## config.mk

```make
export PLATFORM = sky130hd
export DESIGN_NAME = dcc_top
export DESIGN_NICKNAME = d
export VERILOG_FILES = /design/src/hdl/dcc_pkg.sv /design/src/hdl/dcc_engine.sv /design/src/hdl/dcc_top.sv
export VERILOG_INCLUDE_DIRS = /design/src /design/src/hdl
export SDC_FILE = /design/constraint.sdc
export NUM_CORES = 2
export LEC_CHECK = 0
export BUFFER_PORTS_ARGS = -buffer_cell sky130_fd_sc_hd__buf_2
export CORE_UTILIZATION = 40
export DETAILED_ROUTE_END_ITERATION = 7
export SLEW_MARGIN = 0
export SYNTH_ARGS = -nofsm -noshare
export SYNTH_HDL_FRONTEND = slang
export SYNTH_SLANG_ARGS = --single-unit
```

## constraint.sdc

```tcl
create_clock -name pclk -period 12.95 [get_ports pclk]
set_input_delay 1.9425 -clock pclk [delete_from_list [all_inputs] [get_ports pclk]]
set_output_delay 1.9425 -clock pclk [all_outputs]
set_load 0.1 [all_outputs]
```

## src/hdl/dcc_cfg.svh

```systemverilog
`ifndef DCC_CFG_SVH
`define DCC_CFG_SVH

// ----------------------------------------------------------------
// register map (byte addresses, one word each)
// ----------------------------------------------------------------
`define DCC_OFF_CONFIG    12'h000
`define DCC_OFF_STATUS    12'h004
`define DCC_OFF_OFS_A     12'h008
`define DCC_OFF_OFS_B     12'h00c
`define DCC_BASE_INPUT    12'h100
`define DCC_BASE_DATA     12'h140
`define DCC_BASE_GAIN     12'h180
`define DCC_BASE_ZERO     12'h1c0
`define DCC_BANK_MASK     12'hfc0
`define DCC_CH_LSB        2

// ----------------------------------------------------------------
// fields and reset values
// ----------------------------------------------------------------
`define DCC_CFG_CE_BIT    0
`define DCC_CFG_GAIN_BIT  1
`define DCC_CODE_W        14
`define DCC_GAIN_RST      14'h2000
`define DCC_ZERO_RST      14'h0000
`define DCC_INPUT_RST     14'h0000
`define DCC_MSB_FLIP      14'h2000
`define DCC_CODE_MAX      14'h3fff
`define DCC_OFS_G6_RST    14'h2666
`define DCC_OFS_G4_RST    14'h2aab
`define DCC_GAIN_SHIFT    14
`define DCC_GAIN_BIAS     32'h00002000

`endif

```

## src/hdl/dcc_pkg.sv

```systemverilog
package dcc_pkg;
  typedef logic [13:0] dcc_code_t;
  typedef enum logic [1:0] {
    DCC_IDLE = 2'b00,
    DCC_CALC = 2'b01,
    DCC_DONE = 2'b11
  } dcc_state_e;
endpackage : dcc_pkg

```

## src/hdl/dcc_engine.sv

```systemverilog
`timescale 1ns/100ps
`include "dcc_cfg.svh"

module dcc_engine
  import dcc_pkg::*;
(
  // clock and reset
  input  wire logic      pclk,
  input  wire logic      presetn,
  // operands
  input  wire logic      start,
  input  wire dcc_code_t raw_code,
  input  wire dcc_code_t gain_code,
  input  wire dcc_code_t zero_code,
  // result
  output logic           done,
  output dcc_code_t      result
);

  logic signed [31:0] prod;
  logic signed [31:0] sum;
  dcc_code_t          next_result;
  logic               next_done;

  always_comb begin
    prod = $signed({18'h00000, raw_code})
         * $signed({18'h00000, gain_code} + `DCC_GAIN_BIAS);
    sum  = (prod >>> `DCC_GAIN_SHIFT)
         + $signed({{18{zero_code[13]}}, zero_code});
    if (sum < 0) begin
      next_result = 14'h0000;
    end else if (sum > $signed({18'h00000, `DCC_CODE_MAX})) begin
      next_result = `DCC_CODE_MAX;
    end else begin
      next_result = sum[13:0];
    end
    next_done = start;
  end

  always_ff @(posedge pclk or negedge presetn) begin
    if (!presetn) begin
      result <= 14'h0000;
      done   <= 1'b0;
    end else begin
      if (start) begin
        result <= next_result;
      end
      done <= next_done;
    end
  end

endmodule : dcc_engine

```

## src/hdl/dcc_top.sv

```systemverilog
// Notes on behaviour
// - per channel gain, zero, input, data registers
// - enabled input, gain, zero writes recompute and store corrected code
// - code times (gain plus 8192) over 16384 plus zero
// - gain 0.5 to 1.5, zero signed
// - one shared engine, channels served in turn
// - enable bit one turns engine on
// - disabled: data direct, cal writes only store
// - gain and zero read back as written
// - raw from input when enabled, else data
// - gain select bit, four or six
// - offset default per gain setting
// - reset gain 8192, zero 0, input 0
// - strap low binary, high twos complement
// - twos complement means top bit inverted
// - gain always binary, zero always twos complement
// - readback in written coding
// - gain change reloads offset defaults
`timescale 1ns/100ps
`include "dcc_cfg.svh"

module dcc_top
  import dcc_pkg::*;
#(
  parameter int NCH = 8
)
(
  // apb
  input  wire logic        pclk,
  input  wire logic        presetn,
  input  wire logic        psel,
  input  wire logic        penable,
  input  wire logic        pwrite,
  input  wire logic [11:0] paddr,
  input  wire logic [31:0] pwdata,
  output logic      [31:0] prdata,
  output logic             pready,
  output logic             pslverr,
  // strap
  input  wire logic        data_format_strap,
  // converter side
  output logic             load_strobe,
  output logic [2:0]       load_channel,
  output dcc_code_t        load_code,
  output dcc_code_t        group_offset_code_a,
  output dcc_code_t        group_offset_code_b,
  output logic             gain_six
);

  // ----------------------------------------------------------------
  // register storage
  // ----------------------------------------------------------------
  dcc_code_t  input_reg [NCH];
  dcc_code_t  data_reg  [NCH];
  dcc_code_t  gain_reg  [NCH];
  dcc_code_t  zero_reg  [NCH];
  logic [NCH-1:0] pend;
  logic       correction_enable;
  dcc_code_t  ofs_a;
  dcc_code_t  ofs_b;
  dcc_state_e state;
  logic [2:0] cur_ch;

  // ----------------------------------------------------------------
  // bus decode
  // ----------------------------------------------------------------
  logic       acc;
  logic       wr;
  logic [2:0] ch;
  logic       bank_in;
  logic       bank_dat;
  logic       bank_gn;
  logic       bank_zr;
  logic       mapped;

  always_comb begin
    acc      = psel && penable && pready;
    ch       = paddr[`DCC_CH_LSB +: 3];
    bank_in  = (paddr & `DCC_BANK_MASK) == `DCC_BASE_INPUT;
    bank_dat = (paddr & `DCC_BANK_MASK) == `DCC_BASE_DATA;
    bank_gn  = (paddr & `DCC_BANK_MASK) == `DCC_BASE_GAIN;
    bank_zr  = (paddr & `DCC_BANK_MASK) == `DCC_BASE_ZERO;
    mapped   = ((bank_in || bank_dat || bank_gn || bank_zr)
                && paddr[5] == 1'b0 && paddr[1:0] == 2'b00)
             || paddr == `DCC_OFF_CONFIG || paddr == `DCC_OFF_STATUS
             || paddr == `DCC_OFF_OFS_A || paddr == `DCC_OFF_OFS_B;
    wr       = acc && pwrite && mapped;
  end

  // coding helpers: strap selects msb flip on channel/offset codes
  function automatic dcc_code_t to_bin(input dcc_code_t c,
                                       input logic f);
    to_bin = f ? (c ^ `DCC_MSB_FLIP) : c;
  endfunction : to_bin

  // ----------------------------------------------------------------
  // correction sequencer
  // ----------------------------------------------------------------
  dcc_state_e next_state;
  logic [2:0] next_cur_ch;
  logic [NCH-1:0] next_pend;
  logic       eng_start;
  logic       eng_done;
  dcc_code_t  eng_result;
  logic [2:0] pick;
  logic       any;

  always_comb begin
    pick = 3'd0;
    any  = 1'b0;
    for (int i = NCH - 1; i >= 0; i--) begin
      if (pend[i]) begin
        pick = 3'(i);
        any  = 1'b1;
      end
    end
    next_state  = state;
    next_cur_ch = cur_ch;
    next_pend   = pend;
    eng_start   = 1'b0;
    case (state)
      DCC_IDLE: begin
        if (any && correction_enable) begin
          next_cur_ch     = pick;
          next_pend[pick] = 1'b0;
          eng_start       = 1'b1;
          next_state      = DCC_CALC;
        end
      end
      DCC_CALC: begin
        next_state = DCC_DONE;
      end
      DCC_DONE: begin
        next_state = DCC_IDLE;
      end
      default: begin
        next_state = DCC_IDLE;
      end
    endcase
    if (!correction_enable) begin
      next_pend = '0;
    end
    // set wins over clear
    if (wr && correction_enable && (bank_in || bank_gn || bank_zr)
        && paddr[5] == 1'b0) begin
      next_pend[ch] = 1'b1;
    end
  end

  always_ff @(posedge pclk or negedge presetn) begin
    if (!presetn) begin
      state  <= DCC_IDLE;
      cur_ch <= 3'd0;
      pend   <= '0;
    end else begin
      state  <= next_state;
      cur_ch <= next_cur_ch;
      pend   <= next_pend;
    end
  end

  dcc_engine dcc_engine_inst (
    .pclk      (pclk),
    .presetn   (presetn),
    .start     (eng_start),
    .raw_code  (to_bin(input_reg[next_cur_ch], data_format_strap)),
    .gain_code (gain_reg[next_cur_ch]),
    .zero_code (zero_reg[next_cur_ch]),
    .done      (eng_done),
    .result    (eng_result)
  );

  // ----------------------------------------------------------------
  // register writes
  // ----------------------------------------------------------------
  logic next_gain_six;

  always_comb begin
    next_gain_six = gain_six;
    if (wr && paddr == `DCC_OFF_CONFIG) begin
      next_gain_six = pwdata[`DCC_CFG_GAIN_BIT];
    end
  end

  generate
    for (genvar g = 0; g < NCH; g++) begin : g_ch
      always_ff @(posedge pclk or negedge presetn) begin
        if (!presetn) begin
          input_reg[g] <= `DCC_INPUT_RST;
          gain_reg[g]  <= `DCC_GAIN_RST;
          zero_reg[g]  <= `DCC_ZERO_RST;
          data_reg[g]  <= `DCC_INPUT_RST;
        end else begin
          if (wr && bank_in && ch == 3'(g)) begin
            input_reg[g] <= pwdata[13:0];
          end
          if (wr && bank_gn && ch == 3'(g)) begin
            gain_reg[g] <= pwdata[13:0];
          end
          if (wr && bank_zr && ch == 3'(g)) begin
            zero_reg[g] <= pwdata[13:0];
          end
          if (wr && bank_dat && ch == 3'(g)) begin
            data_reg[g] <= pwdata[13:0];
          end else if (eng_done && cur_ch == 3'(g)) begin
            data_reg[g] <= to_bin(eng_result, data_format_strap);
          end
        end
      end
    end
  endgenerate

  always_ff @(posedge pclk or negedge presetn) begin
    if (!presetn) begin
      correction_enable <= 1'b1;
      gain_six          <= 1'b1;
      ofs_a             <= `DCC_OFS_G6_RST;
      ofs_b             <= `DCC_OFS_G6_RST;
    end else begin
      gain_six <= next_gain_six;
      if (wr && paddr == `DCC_OFF_CONFIG) begin
        correction_enable <= pwdata[`DCC_CFG_CE_BIT];
      end
      if (next_gain_six != gain_six) begin
        ofs_a <= next_gain_six ? `DCC_OFS_G6_RST : `DCC_OFS_G4_RST;
        ofs_b <= next_gain_six ? `DCC_OFS_G6_RST : `DCC_OFS_G4_RST;
      end else begin
        if (wr && paddr == `DCC_OFF_OFS_A) begin
          ofs_a <= pwdata[13:0];
        end
        if (wr && paddr == `DCC_OFF_OFS_B) begin
          ofs_b <= pwdata[13:0];
        end
      end
    end
  end

  // ----------------------------------------------------------------
  // converter side outputs
  // ----------------------------------------------------------------
  always_ff @(posedge pclk or negedge presetn) begin
    if (!presetn) begin
      load_strobe         <= 1'b0;
      load_channel        <= 3'd0;
      load_code           <= 14'h0000;
      group_offset_code_a <= 14'h0000;
      group_offset_code_b <= 14'h0000;
    end else begin
      load_strobe <= (wr && bank_dat && paddr[5] == 1'b0) || eng_done;
      if (wr && bank_dat && paddr[5] == 1'b0) begin
        load_channel <= ch;
        load_code    <= to_bin(pwdata[13:0], data_format_strap);
      end else if (eng_done) begin
        load_channel <= cur_ch;
        load_code    <= eng_result;
      end
      group_offset_code_a <= to_bin(ofs_a, data_format_strap);
      group_offset_code_b <= to_bin(ofs_b, data_format_strap);
    end
  end

  // ----------------------------------------------------------------
  // apb read and ready
  // ----------------------------------------------------------------
  logic [31:0] next_prdata;

  always_comb begin
    next_prdata = 32'h00000000;
    if (!mapped) begin
      next_prdata = 32'h00000000;
    end else if (bank_in) begin
      next_prdata = {18'h00000, input_reg[ch]};
    end else if (bank_dat) begin
      next_prdata = {18'h00000, data_reg[ch]};
    end else if (bank_gn) begin
      next_prdata = {18'h00000, gain_reg[ch]};
    end else if (bank_zr) begin
      next_prdata = {18'h00000, zero_reg[ch]};
    end else if (paddr == `DCC_OFF_CONFIG) begin
      next_prdata = {30'h00000000, gain_six, correction_enable};
    end else if (paddr == `DCC_OFF_STATUS) begin
      next_prdata = {23'h000000, (state != DCC_IDLE), pend};
    end else if (paddr == `DCC_OFF_OFS_A) begin
      next_prdata = {18'h00000, ofs_a};
    end else if (paddr == `DCC_OFF_OFS_B) begin
      next_prdata = {18'h00000, ofs_b};
    end
  end

  always_ff @(posedge pclk or negedge presetn) begin
    if (!presetn) begin
      pready  <= 1'b0;
      prdata  <= 32'h00000000;
      pslverr <= 1'b0;
    end else begin
      pready  <= psel && !penable;
      prdata  <= next_prdata;
      pslverr <= psel && !penable && !mapped;
    end
  end

endmodule : dcc_top

```

==> flow_summary.toml <==
[cells_and_area]
areaGrowthSynthToFinish_pct = 11.0
postLayoutCellArea_sq_mm = 0.0410
nets = 3831
nFillCells = 8529
final_layout_size_suffix_gt1_share_pct = 23.3

[synth]
syn_avg_cell_area_sq_um = 10.4
synth.ff_latch_count = 568
syn_area_sq_mm = 0.0369
synth_ff_type = "dfrtp_1"
synth_warnings = 0
synth-edff-count = 0
async_flop_share_pct = 100
synth_cells = 3556
synth_cell_types = 79
yosysSeqAreaShare_pct = 38.6

[cts]
post_cts_buffers = 0
cts_buffer_depth = 3
cts_tree = "built"
clock_latency_ns = 0.62
clock-sinks = 568
root_buffer = "clkbuf_16"
clk_pin_slew_worst_paths_ns = 0.07
cts_hold_buf = 0
ctsResizeCount = 0
numCtsBuffers = 66
h-tree-depth = 3

[setup_path]
required_ns = 13.47
critPathKind = "flop to flop"
crit_path_frequent_cell = "fa_1"
cp_max_fo = 65
slowest_delay_ns = 0.75
reg2reg_slack_ns = 0.91
cp.buffers_inverters = 6
cp-end-kind = "flop"
crit_family = "adder cells"
crit_arrival_ns = 12.56
critPathLaunchType = "flop"
cp_slowest_cell = "nor2_1"

[hold_path]
hold_class = "flop to flop"

[grt]
grt_pass1_wl_microns = 174000
grt_max_degree = 153
grt.total_usage_pct = 24.5
gr-total-overflow = 0
grt_pass1_vias = 27191
grt_antenna_before_repair = 11

[floorplanning]
core_area_sq_mm = 0.0915
die_x_microns = 306
initial_utilization_pct = 40.3
top_level_ports = 131
die_h_microns = 306
die_area_sq_mm = 0.0935
row_count = 111

[timing]
worstMarginPinSlew_ns = 1.32
clock_skew_ns = 0.0324
finalMaxSlewViolations = 0
slew_headroom_pct = 11.6
period_share_pct = 93.0
whs_ns = 0.402
min_period_ns = 12.04
hold_violations = 0
report.final.setup_viol = 0
max_freq_mhz = 83.0
setup_tns_ns = 0
rsz0062_at_grt = "no"

[detailed_routing]
num_vias = 27516
vias_per_cell = 5.77
wl_microns = 114000
drc = 0
first_iter_violations = 2710
drtPass1Iterations = 6
ant_nets = 0
wl_per_cell_microns = 23.9

[power]
swShare_pct = 23.1
seqPwrFrac_pct = 44.0
comb_power_share_pct = 4.4
peakVddDrop_uv = 80.9
p_int_w = 0.00310
powerDensity_mw_per_mm2 = 98.5
leakagePower_nw = 18.8
p_sw_w = 0.000932
clkPwrFrac_pct = 51.5

[status]
status = "finished, final reports clean"

[placed_design]
io_buffers = 94
postPlaceCellArea_sq_mm = 0.0385
gp_congestion = 0.912
dp_hpwl_microns = 75700

[job]
cap_violations = 0
placed cells by master (no fill, tap or decap), types with 69 or more instances in the layout:
| master | n |
|---|---|
| a21oi_1 | 84 |
| mux2i_1 | 179 |
| fa_1 | 152 |
| buf_2 | 90 |
| nor2_1 | 98 |
| clkbuf_16 | 69 |
| buf_4 | 74 |
| mux4_2 | 125 |
| ha_1 | 103 |
| nand3_1 | 240 |
| mux2_2 | 350 |
| and2_1 | 91 |
| inv_1 | 187 |
| o21ai_0 | 159 |
| nand2_1 | 633 |
| dfrtp_1 | 544 |
routing by layer:
metal  share of wire (%)  routed length, microns  vias up  track usage [%]
met3                 7.4                    8470      182             3.60
met4                 2.7                    3050        6             7.23
met5               0.036                      41        -                0
li1                    -                       -    12153                -
met1                  44                   50000    14167             35.2
met2                  46                   52200     1008             38.4
power by group through the flow:
stage	Combinational (W)	Clock (W)	Sequential [W]
detailed placement	0.000180	0	0.00181
finish	0.000178	0.00208	0.00178
global placement	0.000179	0	0.00181
global route	0.000191	0.00219	0.00178
floorplan	0.0000970	0	0.00181
CTS	0.000180	0.00211	0.00178
through the flow:
stage | std cells | setup WS, ns | power, W | utilization (%)
6_report | 4767 | 0.908 | 0.00404 | 44.8
5_1_grt | 4765 | 0.0628 | 0.00415 | 44.8
4_1_cts | 4765 | 1.01 | 0.00407 | 44.8
3_5_place_dp | 4644 | 1.07 | 0.00199 | 42.1
3_3_place_gp | 4644 | 1.20 | 0.00199 | 42.1
2_1_floorplan | 3575 | 2.81 | 0.00191 | -
final timing paths:
check,from,endpoint,cells after the start
worst min register to register,ofs_a[10],group_offset_code_a[10],0
worst max-delay path,pend[7],dcc_engine_inst.result[9],43
max in group asynchronous,presetn,pend[0],3
worst min-delay path,ofs_a[10],group_offset_code_a[10],0
worst max register to register,pend[7],dcc_engine_inst.result[9],43
min in group asynchronous,presetn,gain_reg[46],1
synthesized netlist by cell type, drive strengths merged (6+ instances only):
master	count	area share (%)
nand2	635	6.5
dfrtp	544	37
mux2	350	11
nand3	242	3.3
clkbuf	208	2.1
inv	190	1.9
mux2i	179	4.9
o21ai	161	2.2
fa	152	8.2
mux4	125	7.6
nor2	118	1.2
ha	103	3.5
and2	92	1.6
a21oi	86	1.2
buf	82	1.1
a211oi	30	0.61
dfstp	24	1.7
nor3	24	0.33
xnor2	19	0.45
o22ai	16	0.27
o21a	15	0.31
a21o	14	0.31
xor2	12	0.28
nand2b	10	0.17
nor2b	10	0.17
a22oi	9	0.18
o22a	9	0.21
nor4	8	0.15
and3	7	0.12
a22o	6	0.14
or3	6	0.10
cell type report:
cell class	instances	area [sq um]	share of cell area [%]
flip-flops and latches	568	14200	34.8
clock inverters	23	443	1.08
clock buffers	98	2000	4.87
multi-input cells	2526	20900	51.0
well taps	1186	1480	3.62
inverters	191	721	1.76
diodes	2	5.00	0.0122
repair buffers	173	1170	2.85
cell families after synthesis:
kind of cell	synth area share [%]
adders and majority gates	11.7
DFF	38.6
xor gates and xnor gates	0.736
AOI/OAI and AO/OA	6.41
and+or+nand+nor	14.2
other	0.0204
muxes	23.2
buffers and inverters	5.16
No activity file was read; power rests on OpenSTA's default activity.
